--- src/hdl/wake_pkg.sv ---
// package of constants for the wake input detector
package wake_pkg;
   // ****************************************
   // register map (byte addresses)
   // ****************************************
   localparam logic [7:0] ctrl_addr   = 8'h00;
   localparam logic [7:0] status_addr = 8'h04;
   localparam logic [7:0] flag_addr   = 8'h08;
   localparam logic [7:0] mask_addr   = 8'h0c;
   localparam logic [7:0] mode_addr   = 8'h10;
   // ****************************************
   // field positions
   // ****************************************
   localparam int enable_bit   = 0;
   localparam int level_bit    = 0;
   localparam int sleep_blk_bit = 1;
   localparam int mode_lsb     = 0;
   localparam int flag_rise_bit = 0;
   localparam int flag_fall_bit = 1;
   localparam int flag_width    = 2;
   localparam logic [flag_width-1:0] flag_reset = 2'h0;
   localparam logic [flag_width-1:0] mask_reset = 2'h0;
   // ****************************************
   // chip modes
   // ****************************************
   typedef enum logic [2:0] {
      mode_off, mode_normal, mode_stop, mode_flash,
      mode_sleep, mode_fail_safe, mode_restart
   } chip_mode_t;
   localparam int mode_width = 3;
   // ****************************************
   // timing
   // ****************************************
   localparam int clk_mhz         = 50;
   localparam int filter_min_us   = 10;
   localparam int filter_max_us   = 25;
   localparam int filter_cycles   = filter_min_us * clk_mhz;
   localparam int cnt_width       = 10;
endpackage

--- src/hdl/wake_filter.sv ---
// digital glitch filter with edge outputs for the wake input
`timescale 1ns/1ps
module wake_filter #(
   parameter int filter_len = wake_pkg::filter_cycles,
   parameter int cnt_w      = wake_pkg::cnt_width
) (
   input  wire logic clk_in,
   input  wire logic nrst_in,
   input  wire logic raw_in,
   output logic      level_out,
   output logic      rise_out,
   output logic      fall_out
);
   import wake_pkg::*;

   logic [cnt_w-1:0] count;
   logic             stable;

   // count cycles the raw input differs from the filtered level
   always_ff @(posedge clk_in) begin
      if (!nrst_in) begin
         count <= '0;
      end else if (raw_in == stable) begin
         count <= '0;
      end else begin
         count <= count + 1'b1;
      end
   end

   // accept new level only after it persisted the filter time
   always_ff @(posedge clk_in) begin
      if (!nrst_in) begin
         stable   <= 1'b0;
         rise_out <= 1'b0;
         fall_out <= 1'b0;
      end else if (raw_in != stable &&
                   count == cnt_w'(filter_len - 1)) begin
         stable   <= raw_in;
         rise_out <= raw_in;
         fall_out <= ~raw_in;
      end else begin
         rise_out <= 1'b0;
         fall_out <= 1'b0;
      end
   end

   assign level_out = stable;
endmodule

--- src/hdl/wake_input_detector.sv ---
// wake input detector: filter, wake requests, flags and apb registers
// Function
// - both edge directions count as wake
// - new level must persist the filter time
// - software enable bit for wake capability
// - off mode ignores all wake events
// - live level readable in normal stop flash
// - enabled edge wakes chip from sleep
// - any edge in fail safe forces restart
// - enabled edge in normal stop flash sets flag and interrupt
// - rise and fall interrupts masked separately
// - sleep entry blocked while flags set
// - flags set at sleep entry wake again
`timescale 1ns/1ps
module wake_input_detector #(
   parameter int filter_len = wake_pkg::filter_cycles
) (
   input  wire logic                         clk_in,
   input  wire logic                         nrst_in,
   input  wire logic                         wake_input_in,
   input  wire wake_pkg::chip_mode_t         chip_mode_in,
   input  wire logic                         sleep_request_in,
   input  wire logic                         psel_in,
   input  wire logic                         penable_in,
   input  wire logic                         pwrite_in,
   input  wire logic [7:0]                   paddr_in,
   input  wire logic [31:0]                  pwdata_in,
   output logic      [31:0]                  prdata_out,
   output logic                              pready_out,
   output logic                              pslverr_out,
   output logic                              wake_from_sleep_out,
   output logic                              go_restart_out,
   output logic                              sleep_allowed_out,
   output logic                              irq_out
);
   import wake_pkg::*;

   // ****************************************
   // signals
   // ****************************************
   logic                  level;
   logic                  rise;
   logic                  fall;
   logic                  wake_input_enable;
   logic [flag_width-1:0] wake_flags;
   logic [flag_width-1:0] irq_mask;
   logic [flag_width-1:0] next_flags;
   logic [flag_width-1:0] set_flags;
   logic [flag_width-1:0] clr_flags;
   logic                  powered;
   logic                  report_mode;
   logic                  any_edge;
   logic                  wr_en;
   logic                  rd_en;
   logic                  addr_ok;

   // ****************************************
   // wake input filter
   // ****************************************
   // debounce both directions into edge pulses
   wake_filter #(
      .filter_len (filter_len),
      .cnt_w      (cnt_width)
   ) u_filter (
      .clk_in    (clk_in),
      .nrst_in   (nrst_in),
      .raw_in    (wake_input_in),
      .level_out (level),
      .rise_out  (rise),
      .fall_out  (fall)
   );

   // ****************************************
   // mode qualification
   // ****************************************
   // pin is high impedance and ignored while off
   assign powered     = (chip_mode_in != mode_off);
   assign report_mode = (chip_mode_in == mode_normal) ||
                        (chip_mode_in == mode_stop)   ||
                        (chip_mode_in == mode_flash);
   assign any_edge    = powered && (rise || fall);

   // ****************************************
   // apb slave
   // ****************************************
   // zero wait state access with decode
   assign wr_en       = psel_in && penable_in && pwrite_in;
   assign rd_en       = psel_in && !penable_in && !pwrite_in;
   assign pready_out  = 1'b1;
   assign addr_ok     = (paddr_in == ctrl_addr)   ||
                        (paddr_in == status_addr) ||
                        (paddr_in == flag_addr)   ||
                        (paddr_in == mask_addr)   ||
                        (paddr_in == mode_addr);
   assign pslverr_out = psel_in && penable_in && !addr_ok;

   // enable bit written by software
   always_ff @(posedge clk_in) begin
      if (!nrst_in) begin
         wake_input_enable <= 1'b0;
      end else if (wr_en && paddr_in == ctrl_addr) begin
         wake_input_enable <= pwdata_in[enable_bit];
      end
   end

   // per edge interrupt mask, one bit each
   always_ff @(posedge clk_in) begin
      if (!nrst_in) begin
         irq_mask <= mask_reset;
      end else if (wr_en && paddr_in == mask_addr) begin
         irq_mask <= pwdata_in[flag_width-1:0];
      end
   end

   // read data registered in setup phase
   always_ff @(posedge clk_in) begin
      if (!nrst_in) begin
         prdata_out <= 32'h0;
      end else if (rd_en) begin
         prdata_out <= 32'h0;
         if (paddr_in == ctrl_addr) begin
            prdata_out[enable_bit] <= wake_input_enable;
         end else if (paddr_in == status_addr) begin
            prdata_out[level_bit]     <= report_mode && level;
            prdata_out[sleep_blk_bit] <= |wake_flags;
         end else if (paddr_in == flag_addr) begin
            prdata_out[flag_width-1:0] <= wake_flags;
         end else if (paddr_in == mask_addr) begin
            prdata_out[flag_width-1:0] <= irq_mask;
         end else if (paddr_in == mode_addr) begin
            prdata_out[mode_lsb +: mode_width] <= chip_mode_in;
         end
      end
   end

   // ****************************************
   // wake event flags
   // ****************************************
   // edges set flags while enabled in reporting modes
   always_comb begin
      set_flags = '0;
      if (wake_input_enable && report_mode) begin
         set_flags[flag_rise_bit] = rise;
         set_flags[flag_fall_bit] = fall;
      end
   end

   // write one to clear
   assign clr_flags = (wr_en && paddr_in == flag_addr) ?
                      pwdata_in[flag_width-1:0] : '0;

   // set beats clear in the same cycle
   assign next_flags = (wake_flags & ~clr_flags) | set_flags;

   always_ff @(posedge clk_in) begin
      if (!nrst_in) begin
         wake_flags <= flag_reset;
      end else begin
         wake_flags <= next_flags;
      end
   end

   // level interrupt from unmasked flags
   assign irq_out = |(wake_flags & ~irq_mask);

   // ****************************************
   // sleep gating and wake requests
   // ****************************************
   // normal to sleep refused while any flag stands
   assign sleep_allowed_out = sleep_request_in &&
                              (chip_mode_in == mode_normal) &&
                              !(|wake_flags);

   // wake from sleep on enabled edge or leftover flag
   // a flag left set when sleep is reached wakes at once
   always_ff @(posedge clk_in) begin
      if (!nrst_in) begin
         wake_from_sleep_out <= 1'b0;
      end else begin
         wake_from_sleep_out <= (chip_mode_in == mode_sleep) &&
                                ((wake_input_enable && any_edge) ||
                                 (|wake_flags));
      end
   end

   // fail safe always restarts on an edge
   always_ff @(posedge clk_in) begin
      if (!nrst_in) begin
         go_restart_out <= 1'b0;
      end else begin
         go_restart_out <= (chip_mode_in == mode_fail_safe) &&
                           any_edge;
      end
   end

endmodule

--- config.mk ---
export PLATFORM = sky130hd
export DESIGN_NAME = wake_input_detector
export DESIGN_NICKNAME = d
export VERILOG_FILES = /design/src/hdl/wake_pkg.sv /design/src/hdl/wake_filter.sv /design/src/hdl/wake_input_detector.sv
export SDC_FILE = /design/constraint.sdc
export NUM_CORES = 1
export LEC_CHECK = 0
export ABC_AREA = 1
export BUFFER_PORTS_ARGS = -buffer_cell sky130_fd_sc_hd__buf_4
export CAP_MARGIN = 20
export CORE_MARGIN = 5
export CORE_UTILIZATION = 40
export CTS_CLUSTER_DIAMETER = 80
export CTS_CLUSTER_SIZE = 12
export DETAILED_ROUTE_END_ITERATION = 6
export HOLD_SLACK_MARGIN = 0.08
export PLACE_DENSITY = 0.76
export REMOVE_ABC_BUFFERS = 1
export SLEW_MARGIN = 20
export SYNTH_ARGS = -nofsm -noshare
export SYNTH_HDL_FRONTEND = slang
export SYNTH_HIERARCHICAL = 1
export SYNTH_SLANG_ARGS = --single-unit
--- constraint.sdc ---
create_clock -name clk_in -period 1.1 [get_ports clk_in]
set_clock_uncertainty 0.05 [all_clocks]
set_input_delay 0.11 -clock clk_in [delete_from_list [all_inputs] [get_ports clk_in]]
set_output_delay 0.11 -clock clk_in [all_outputs]
set_load 0.02 [all_outputs]
==> results of run 1 <==
==> final cells by class <==
cell class	count	area [um2]	share of cell area
multi-input cells	174	988	0.486
flip-flops and latches	23	474	0.233
clock buffers	4	45.0	0.0221
repair buffers	42	347	0.170
well taps	50	62.6	0.0308
inverters	31	118	0.0578
==> synth_stat cells <==
master    count  share of area
a21oi_1       9          0.028
a21oi_2       3          0.016
buf_4        30           0.14
clkinv_1      1         0.0024
clkinv_2      1         0.0031
conb_1        2         0.0047
dfxtp_1      23           0.29
ha_1          1         0.0078
inv_1        24          0.057
inv_2         5          0.012
nand2_1      40          0.094
nand2_2       8          0.031
nand2_4       2          0.014
nand3_1      15          0.047
nand3_2       5          0.031
nand3b_1      1         0.0047
nand4_1       2         0.0078
nor2_1       29          0.068
nor2_2        9          0.035
nor2_4        2          0.014
nor2_8        1          0.013
nor3_1        3         0.0094
nor3_2        1         0.0063
nor3_4        1          0.010
nor3b_1       1         0.0047
nor4_2        1         0.0078
o211ai_1      1         0.0047
o21a_1        1         0.0047
o21ai_0       3         0.0094
o21ai_1       1         0.0031
o22ai_1       1         0.0039
or2_0         2         0.0078
xnor2_1       1         0.0055
==> flip-flops by register name, summed over array words and instances, names as in the netlist <==
register             count
prdata_out               3
go_restart_out           1
wake_input_enable        1
u_filter/level_out       1
u_filter/rise_out        1
u_filter/count          10
wake_flags               2
irq_mask                 2
wake_from_sleep_out      1
u_filter/fall_out        1
==> worst paths after layout <==
| check | slack [ps] | from | to | depth (start not counted) |
|---|---|---|---|---|
| min | 90 | nrst_in | u_filter/fall_out | 3 |
| max | -40 | wake_flags[0] | sleep_allowed_out | 4 |
| max reg2reg | 10 | u_filter/count[0] | u_filter/count[8] | 6 |
| min reg2reg | 420 | prdata_out[2] | prdata_out[2] | 2 |
==> worst max-delay path, delay by kind of cell (launching register included) <==
kind | cells | cell delay (ps)
and+or+nand+nor | 2 | 180
DFF | 1 | 330
buffers and inverters | 2 | 200
==> logic make-up after synthesis <==
logic type      after synthesis
buf+inv                      61
compound gates               19
flops                        23
simple gates                123
other cells                   2
xor+xnor                      1
fa+ha+maj                     1
==> stage by stage <==
step | cell area (um2) | util | setup slack (ps) | power (uW)
floorplan | 1470 | - | 7.99 | 1040
CTS | 1940 | 0.492 | -45.5 | 1700
global placement | 1760 | 0.447 | -90.4 | 1140
finish | 2030 | 0.516 | -41.1 | 1690
detailed placement | 1760 | 0.447 | -85.9 | 1140
global route | 2030 | 0.516 | -90.6 | 1780
==> report_power, final <==
group          switching [uW]  total [uW]  internal (uW)
combinational             217         327            110
clock                     266         525            259
sequential               5.06         840            835
total                     488        1690           1200
==> timing repair <==
item	in CTS	in global routing
buffers inserted	2	2
gates cloned	0	0
pin swaps	5	11
hold buffers	8	0
endpoints found under the setup margin	5	12
endpoints found under the hold margin	8	0
gates resized for setup	12	22
==> routing by layer <==
metal | up-vias | GRT usage | part of all wire
li1 | 743 | - | -
met1 | 646 | 0.128 | 0.39
met2 | 38 | 0.220 | 0.52
met3 | 7 | 0.0413 | 0.081
met4 | 0 | 0.0512 | 0.014
met5 | - | 0 | 0
==> out/qor.yml, run 1 <==
stdcell_count: 324
rsz0062_at_grt: "yes"
worstPathRequired_ps: 940
syn2layout_area_growth_pct: 27.6
first_pass_iters: 4
max_stage_delay_ps: 330
criticalPathCategory: "register to output pin"
critPathCaptureType: "output pin"
grt_max_degree: 13
grt_pass1_vias: 1302
final-hold-violation-count: 0
maxCapViolations: 0
layout_common_cells: "nand2_1, buf_4, conb_1"
violations: "setup timing"
total_leakage_power_uw: 0.000925
die_w_um: 73.1
ys_ff_latch: 23
fin_nets: 326
clock_sinks: 23
cts_buffers: 3
drc: 0
dpl.cell_count: 308
core-area_um2: 3940
drt_first_iter_violations: 53
grt_use_total: 0.122
via_per_inst: 4.43
fin_crit_ps: 1140
ios: 88
synth_mux_area_frac: 0
path_cells: "inv_2 > nand2_4 > nor2_4 > buf_6"
grt_overflow: 0
syn_avg_cell_area_um2: 6.93
crit_fanout: 3
tns_ps: -65.2
yosys.area_share.simple: 0.407
cts-root-buf: "clkbuf_8"
dp_hpwl_um: 2510
diodes: 0
die_area_um2: 5350
layout_commonest_cell: "nand2_1"
antenna_found_initial: 0
hold_class: "input port to register"
synth_fa_ha_area_frac: 0.00785
synth_compound_area_frac: 0.0706
synth_top_family_by_area: "simple AND/OR/NAND/NOR gates"
cp_slowest_cell: "dfxtp_2"
row_count: 23
die_height_um: 73.1
fillers: 380
status: "complete, but fails checks"
start_util: 0.404
grt_pass1_wl_um: 5200
vias: 1434
ir_drop_mv: 0.571
wl_per_cell_um: 10.3
finalCritPeriodShare: 1.04
pwr_density_cell_nw_per_um2: 832
max_freq_mhz: 876
drive_above_1_share: 0.358
fin_ws_ps: -41.1
crit_arrival_ps: 980
yosysSeqAreaShare: 0.289
port_buffers: 27
start_kind: "register"
routed_wl_um: 3340
netlist_area_um2: 1590
htree_levels: 1
insertion_delay_ps: 270
gp_congestion: 0.792
ys_warn_count: 6
cts_tree: "yes"
timing.hold.ws_ps: 91.3
synthCells: 230
path_clk_slew_ps: 80
finalSetupViolations: 2
synthXorXnorAreaFrac: 0.00549
drv_slew: 0
cts.path.max_buffers: 2
final_antenna_net_count: 0
ys_types: 33
No activity file was read; power rests on OpenSTA's default activity.
==> run 2: changes to the inputs <==
PLACE_DENSITY = 0.78   (was 0.76)
==> run 2 against run 1 <==
Final area shrank 1.5%. Register-to-register slack lost 20 ps. Largest cell class unchanged. Combinational power shrank 5%. First-iteration DRC count is the same. Die area is the same. Flip-flop and latch count is the same. The flow still finishes with violations (setup timing). Worst hold slack lost 3.1 ps. Clock power shrank 2%. Sequential share of layout area grew 0.54 points. Critical path depth is the same. Routed wire length shrank 1.4%. Final cell count shrank 1.2%. Largest power group unchanged.
==> out/qor.yml, run 2 (synthesis results as in run 1) <==
combPwrFrac: 0.187
die_height_um: 73.1
wl_per_cell_um: 10.3
fin_util: 0.508
worstPathRequired_ps: 940
ff2ff_path_depth: 6
pwr-share-seq: 0.503
tns_ps: -33.1
drc: 0
row_count: 23
gp_congestion: 0.786
start_util: 0.404
layout_commonest_cell: "nand2_1"
cts_buffers: 3
total_leakage_power_uw: 0.000904
final-hold-violation-count: 0
routed-wl-met3_um: 249
rrSetupSlack_ps: -10
insertion_delay_ps: 260
fin_ws_ps: -20.6
fin_nets: 322
dpl.cell_count: 308
drt_first_iter_violations: 53
fin_crit_ps: 1120
routed_wl_um: 3290
layout_common_cells: "nand2_1, conb_1, buf_4"
crit_fanout: 3
dp_hpwl_um: 2520
clockPowerShare: 0.310
cts_tree: "yes"
largest_reg_flops: 10
max_stage_delay_ps: 340
grt_max_degree: 13
ir_drop_mv: 0.701
die_w_um: 73.1
syn2layout_area_growth_pct: 25.7
drv_slew: 0
wl_met1_um: 1220
criticalPathCategory: "register to output pin"
p_int_uw: 1190
path_clk_slew_ps: 70
crit_start: "wake_flags[0]"
start_kind: "register"
diodes: 0
cts-root-buf: "clkbuf_8"
reg2reg_from: "u_filter/count[1]"
final_antenna_net_count: 0
cp_slowest_cell: "dfxtp_2"
pwr_density_cell_nw_per_um2: 831
maxCapViolations: 0
violations: "setup timing"
timing.hold.ws_ps: 88.3
grt_use_total: 0.123
grt_pass1_wl_um: 5270
grt_pass1_vias: 1341
p_sw_uw: 473
drive_above_1_share: 0.359
htree_levels: 1
path_cells: "inv_2 > nand2_4 > nor2_4 > buf_6"
ios: 88
final_area_um2: 2000
vias: 1435
max_freq_mhz: 892
via_per_inst: 4.48
dr_wl_met2_um: 1780
grt_overflow: 0
crit_arrival_ps: 960
cts.path.max_buffers: 2
first_pass_iters: 4
critPathCaptureType: "output pin"
status: "complete, but fails checks"
port_buffers: 27
hold_class: "input port to register"
stdcell_count: 320
finalCritPeriodShare: 1.02
topRoutingLayerUsed: "met4"
top_register: "u_filter/count"
cp-endpoint: "sleep_allowed_out"
core-area_um2: 3940
finalSetupViolations: 3
r2r-end: "u_filter/count[9]"
switching_share: 0.284
die_area_um2: 5350
antenna_found_initial: 0
reg_top3: "u_filter/count: 10 flops, prdata_out: 3 flops"
clock_sinks: 23
rsz0062_at_grt: "yes"
place_area_um2: 1760
## run 2: how the worst min path moves through the flow
stage | start | slack [ps] | end | cells after the start
global placement | wake_input_in | 250 | u_filter/fall_out | 2
finish | chip_mode_in[2] | 90 | wake_from_sleep_out | 3
CTS | nrst_in | 80 | irq_mask[0] | 3
floorplan | wake_input_in | 130 | u_filter/fall_out | 1
detailed placement | wake_input_in | 260 | u_filter/fall_out | 2
global route | nrst_in | 100 | irq_mask[1] | 3
## run 2: metrics by stage
step	setup WS, ps	power [uW]
6_report	-20.6	1670
5_1_grt	-85.1	1760
4_1_cts	-27.1	1690
3_5_place_dp	-93.7	1140
3_3_place_gp	-90.7	1140
2_1_floorplan	7.99	1040
## run 2: worst max-delay path: cells and delay by family, from the launching register on
family / cells / cell delay, ps
simple gates: 2 / 170
flops: 1 / 340
buf+inv: 2 / 200
## run 2: layer usage
layer / up-vias / global-route usage
met2: 40 / 0.230
met5: - / 0
met1: 650 / 0.127
li1: 738 / -
met3: 7 / 0.0386
met4: 0 / 0.0451
## run 2: final cells by class
class,count,area (um2)
Fill cell,393,1940
Inverter,31,118
Timing Repair Buffer,38,313
Clock buffer,4,45.0
Sequential cell,23,478
Tap cell,50,62.6
Multi-Input combinational cell,174,988
## run 2: power groups by stage
stage / Clock (uW) / Combinational [uW] / Sequential [uW]
floorplan: 0 / 177 / 863
global placement: 0 / 279 / 860
detailed placement: 0 / 283 / 860
CTS: 548 / 299 / 843
global route: 583 / 341 / 839
finish: 515 / 312 / 838
## run 2: repair_timing
action | 4_1_cts | 5_1_grt
pin swaps | 3 | 14
hold buffers | 5 | 0
setup endpoints to repair | 7 | 11
gates resized for setup | 12 | 24
hold endpoints to repair | 6 | 0
buffers inserted | 2 | 1
==> run 3: changes to the inputs <==
==> constraint.sdc (replaced) <==
create_clock -name clk_in -period 1.1 [get_ports clk_in]
set_clock_uncertainty 0.05 [all_clocks]
set_input_delay 0.165 -clock clk_in [delete_from_list [all_inputs] [get_ports clk_in]]
set_output_delay 0.165 -clock clk_in [all_outputs]
set_load 0.02 [all_outputs]
==> run 3 against run 2 <==
The run still ends with setup timing left. Clock power is 3% higher. Final cell count is 0.31% higher. Highest routed layer unchanged. First-iteration DRC count is 13% lower. Combinational power is 2% higher. Global-route usage is 0.15 points lower. Worst hold slack better by 3.5 ps. Sequential share of layout area is 0.43 points lower. Die area stayed put. Total power is 1.4% higher. Routed wire length is 2.2% higher. Via count stayed put.
==> out/qor.yml, run 3 (synthesis results as in run 1) <==
ir_drop_mv: 0.502
tns_ps: -182
ios: 88
hold_class: "input port to register"
total_leakage_power_uw: 0.000918
final_antenna_net_count: 0
grt_overflow: 0
reg_top3: "u_filter/count: 10 flops, prdata_out: 3 flops"
timing.hold.ws_ps: 91.8
wl_per_cell_um: 10.5
place_area_um2: 1780
criticalPathCategory: "register to output pin"
final_area_um2: 2040
pre_cts_ws_ps: -170
fin_ws_ps: -85.0
htree_levels: 1
via_per_inst: 4.47
start_util: 0.404
die_w_um: 73.1
pwr_density_cell_nw_per_um2: 829
crit_arrival_ps: 970
critPathCaptureType: "output pin"
drv_slew: 0
fin_crit_ps: 1180
grt_use_total: 0.122
grt_pass1_wl_um: 5220
maxCapViolations: 0
hold-path-cell-count: 3
antenna_found_initial: 0
cts-root-buf: "clkbuf_8"
cts.path.max_buffers: 2
diodes: 0
start_kind: "register"
final-hold-violation-count: 0
insertion_delay_ps: 270
rsz0062_at_grt: "yes"
largest_reg_flops: 10
dp_hpwl_um: 2570
fin_nets: 323
port_buffers: 27
layout_commonest_cell: "nand2_1"
violations: "setup timing"
layout_common_cells: "nand2_1, buf_4, conb_1"
core-area_um2: 3940
drc: 0
die_area_um2: 5350
vias: 1435
finalSetupViolations: 3
top_register: "u_filter/count"
cts_buffers: 3
worstPathRequired_ps: 880
ff2ff_path_depth: 6
die_height_um: 73.1
grt_max_degree: 14
path_clk_slew_ps: 90
gp_congestion: 0.788
crit_fanout: 3
grt_pass1_vias: 1269
clock_sinks: 23
finalCritPeriodShare: 1.08
status: "complete, but fails checks"
row_count: 23
drive_above_1_share: 0.417
first_pass_iters: 6
routed_wl_um: 3360
cts_tree: "yes"
drt_first_iter_violations: 46
syn2layout_area_growth_pct: 27.7
max_freq_mhz: 844
run 3: power by group:
group | internal [uW] | total, uW | switching (uW)
clock | 253 | 530 | 276
combinational | 104 | 318 | 214
sequential | 835 | 840 | 5.36
total | 1190 | 1690 | 496
run 3: path summary, 6_finish.rpt:
kind                            slack [ps]                 end         startpoint
worst max-delay path                   -80   sleep_allowed_out      wake_flags[1]
worst min-delay path                    90  u_filter/level_out      wake_input_in
worst max register to register         -20   u_filter/count[8]  u_filter/count[0]
worst min register to register         430   u_filter/count[6]  u_filter/count[6]
run 3: final cells by class:
| type | count | area [um2] |
|---|---|---|
| Fill cell | 402 | 1910 |
| Timing Repair Buffer | 39 | 322 |
| Tap cell | 50 | 62.6 |
| Clock buffer | 3 | 41.3 |
| Inverter | 31 | 120 |
| Multi-Input combinational cell | 174 | 1010 |
| Clock inverter | 1 | 5.00 |
| Sequential cell | 23 | 477 |
run 3: what timing repair did:
item	4_1_cts	5_1_grt
hold buffers	1	0
resized for setup	17	32
hold endpoints to repair	1	0
pin swaps	7	19
endpoints found under the setup margin	7	14
buffers inserted	6	0
run 3: layer usage:
layer,share of wire,up-vias,global-route usage
met3,0.063,5,0.0372
met1,0.37,652,0.127
met4,0.0063,0,0.0246
li1,-,745,-
met2,0.56,33,0.235
met5,0,-,0
run 3: worst max-delay path: stages, from the launching register on:
cell     delay [ps]
dfxtp_2         340
inv_2            80
nand2_4          70
nor2_4          100
buf_6           120
run 3: through the flow:
stage	util	std cells	total power, uW
2_1_floorplan	-	228	1040
3_3_place_gp	0.453	311	1140
3_5_place_dp	0.453	311	1150
4_1_cts	0.490	322	1700
5_1_grt	0.516	321	1780
6_report	0.516	321	1690
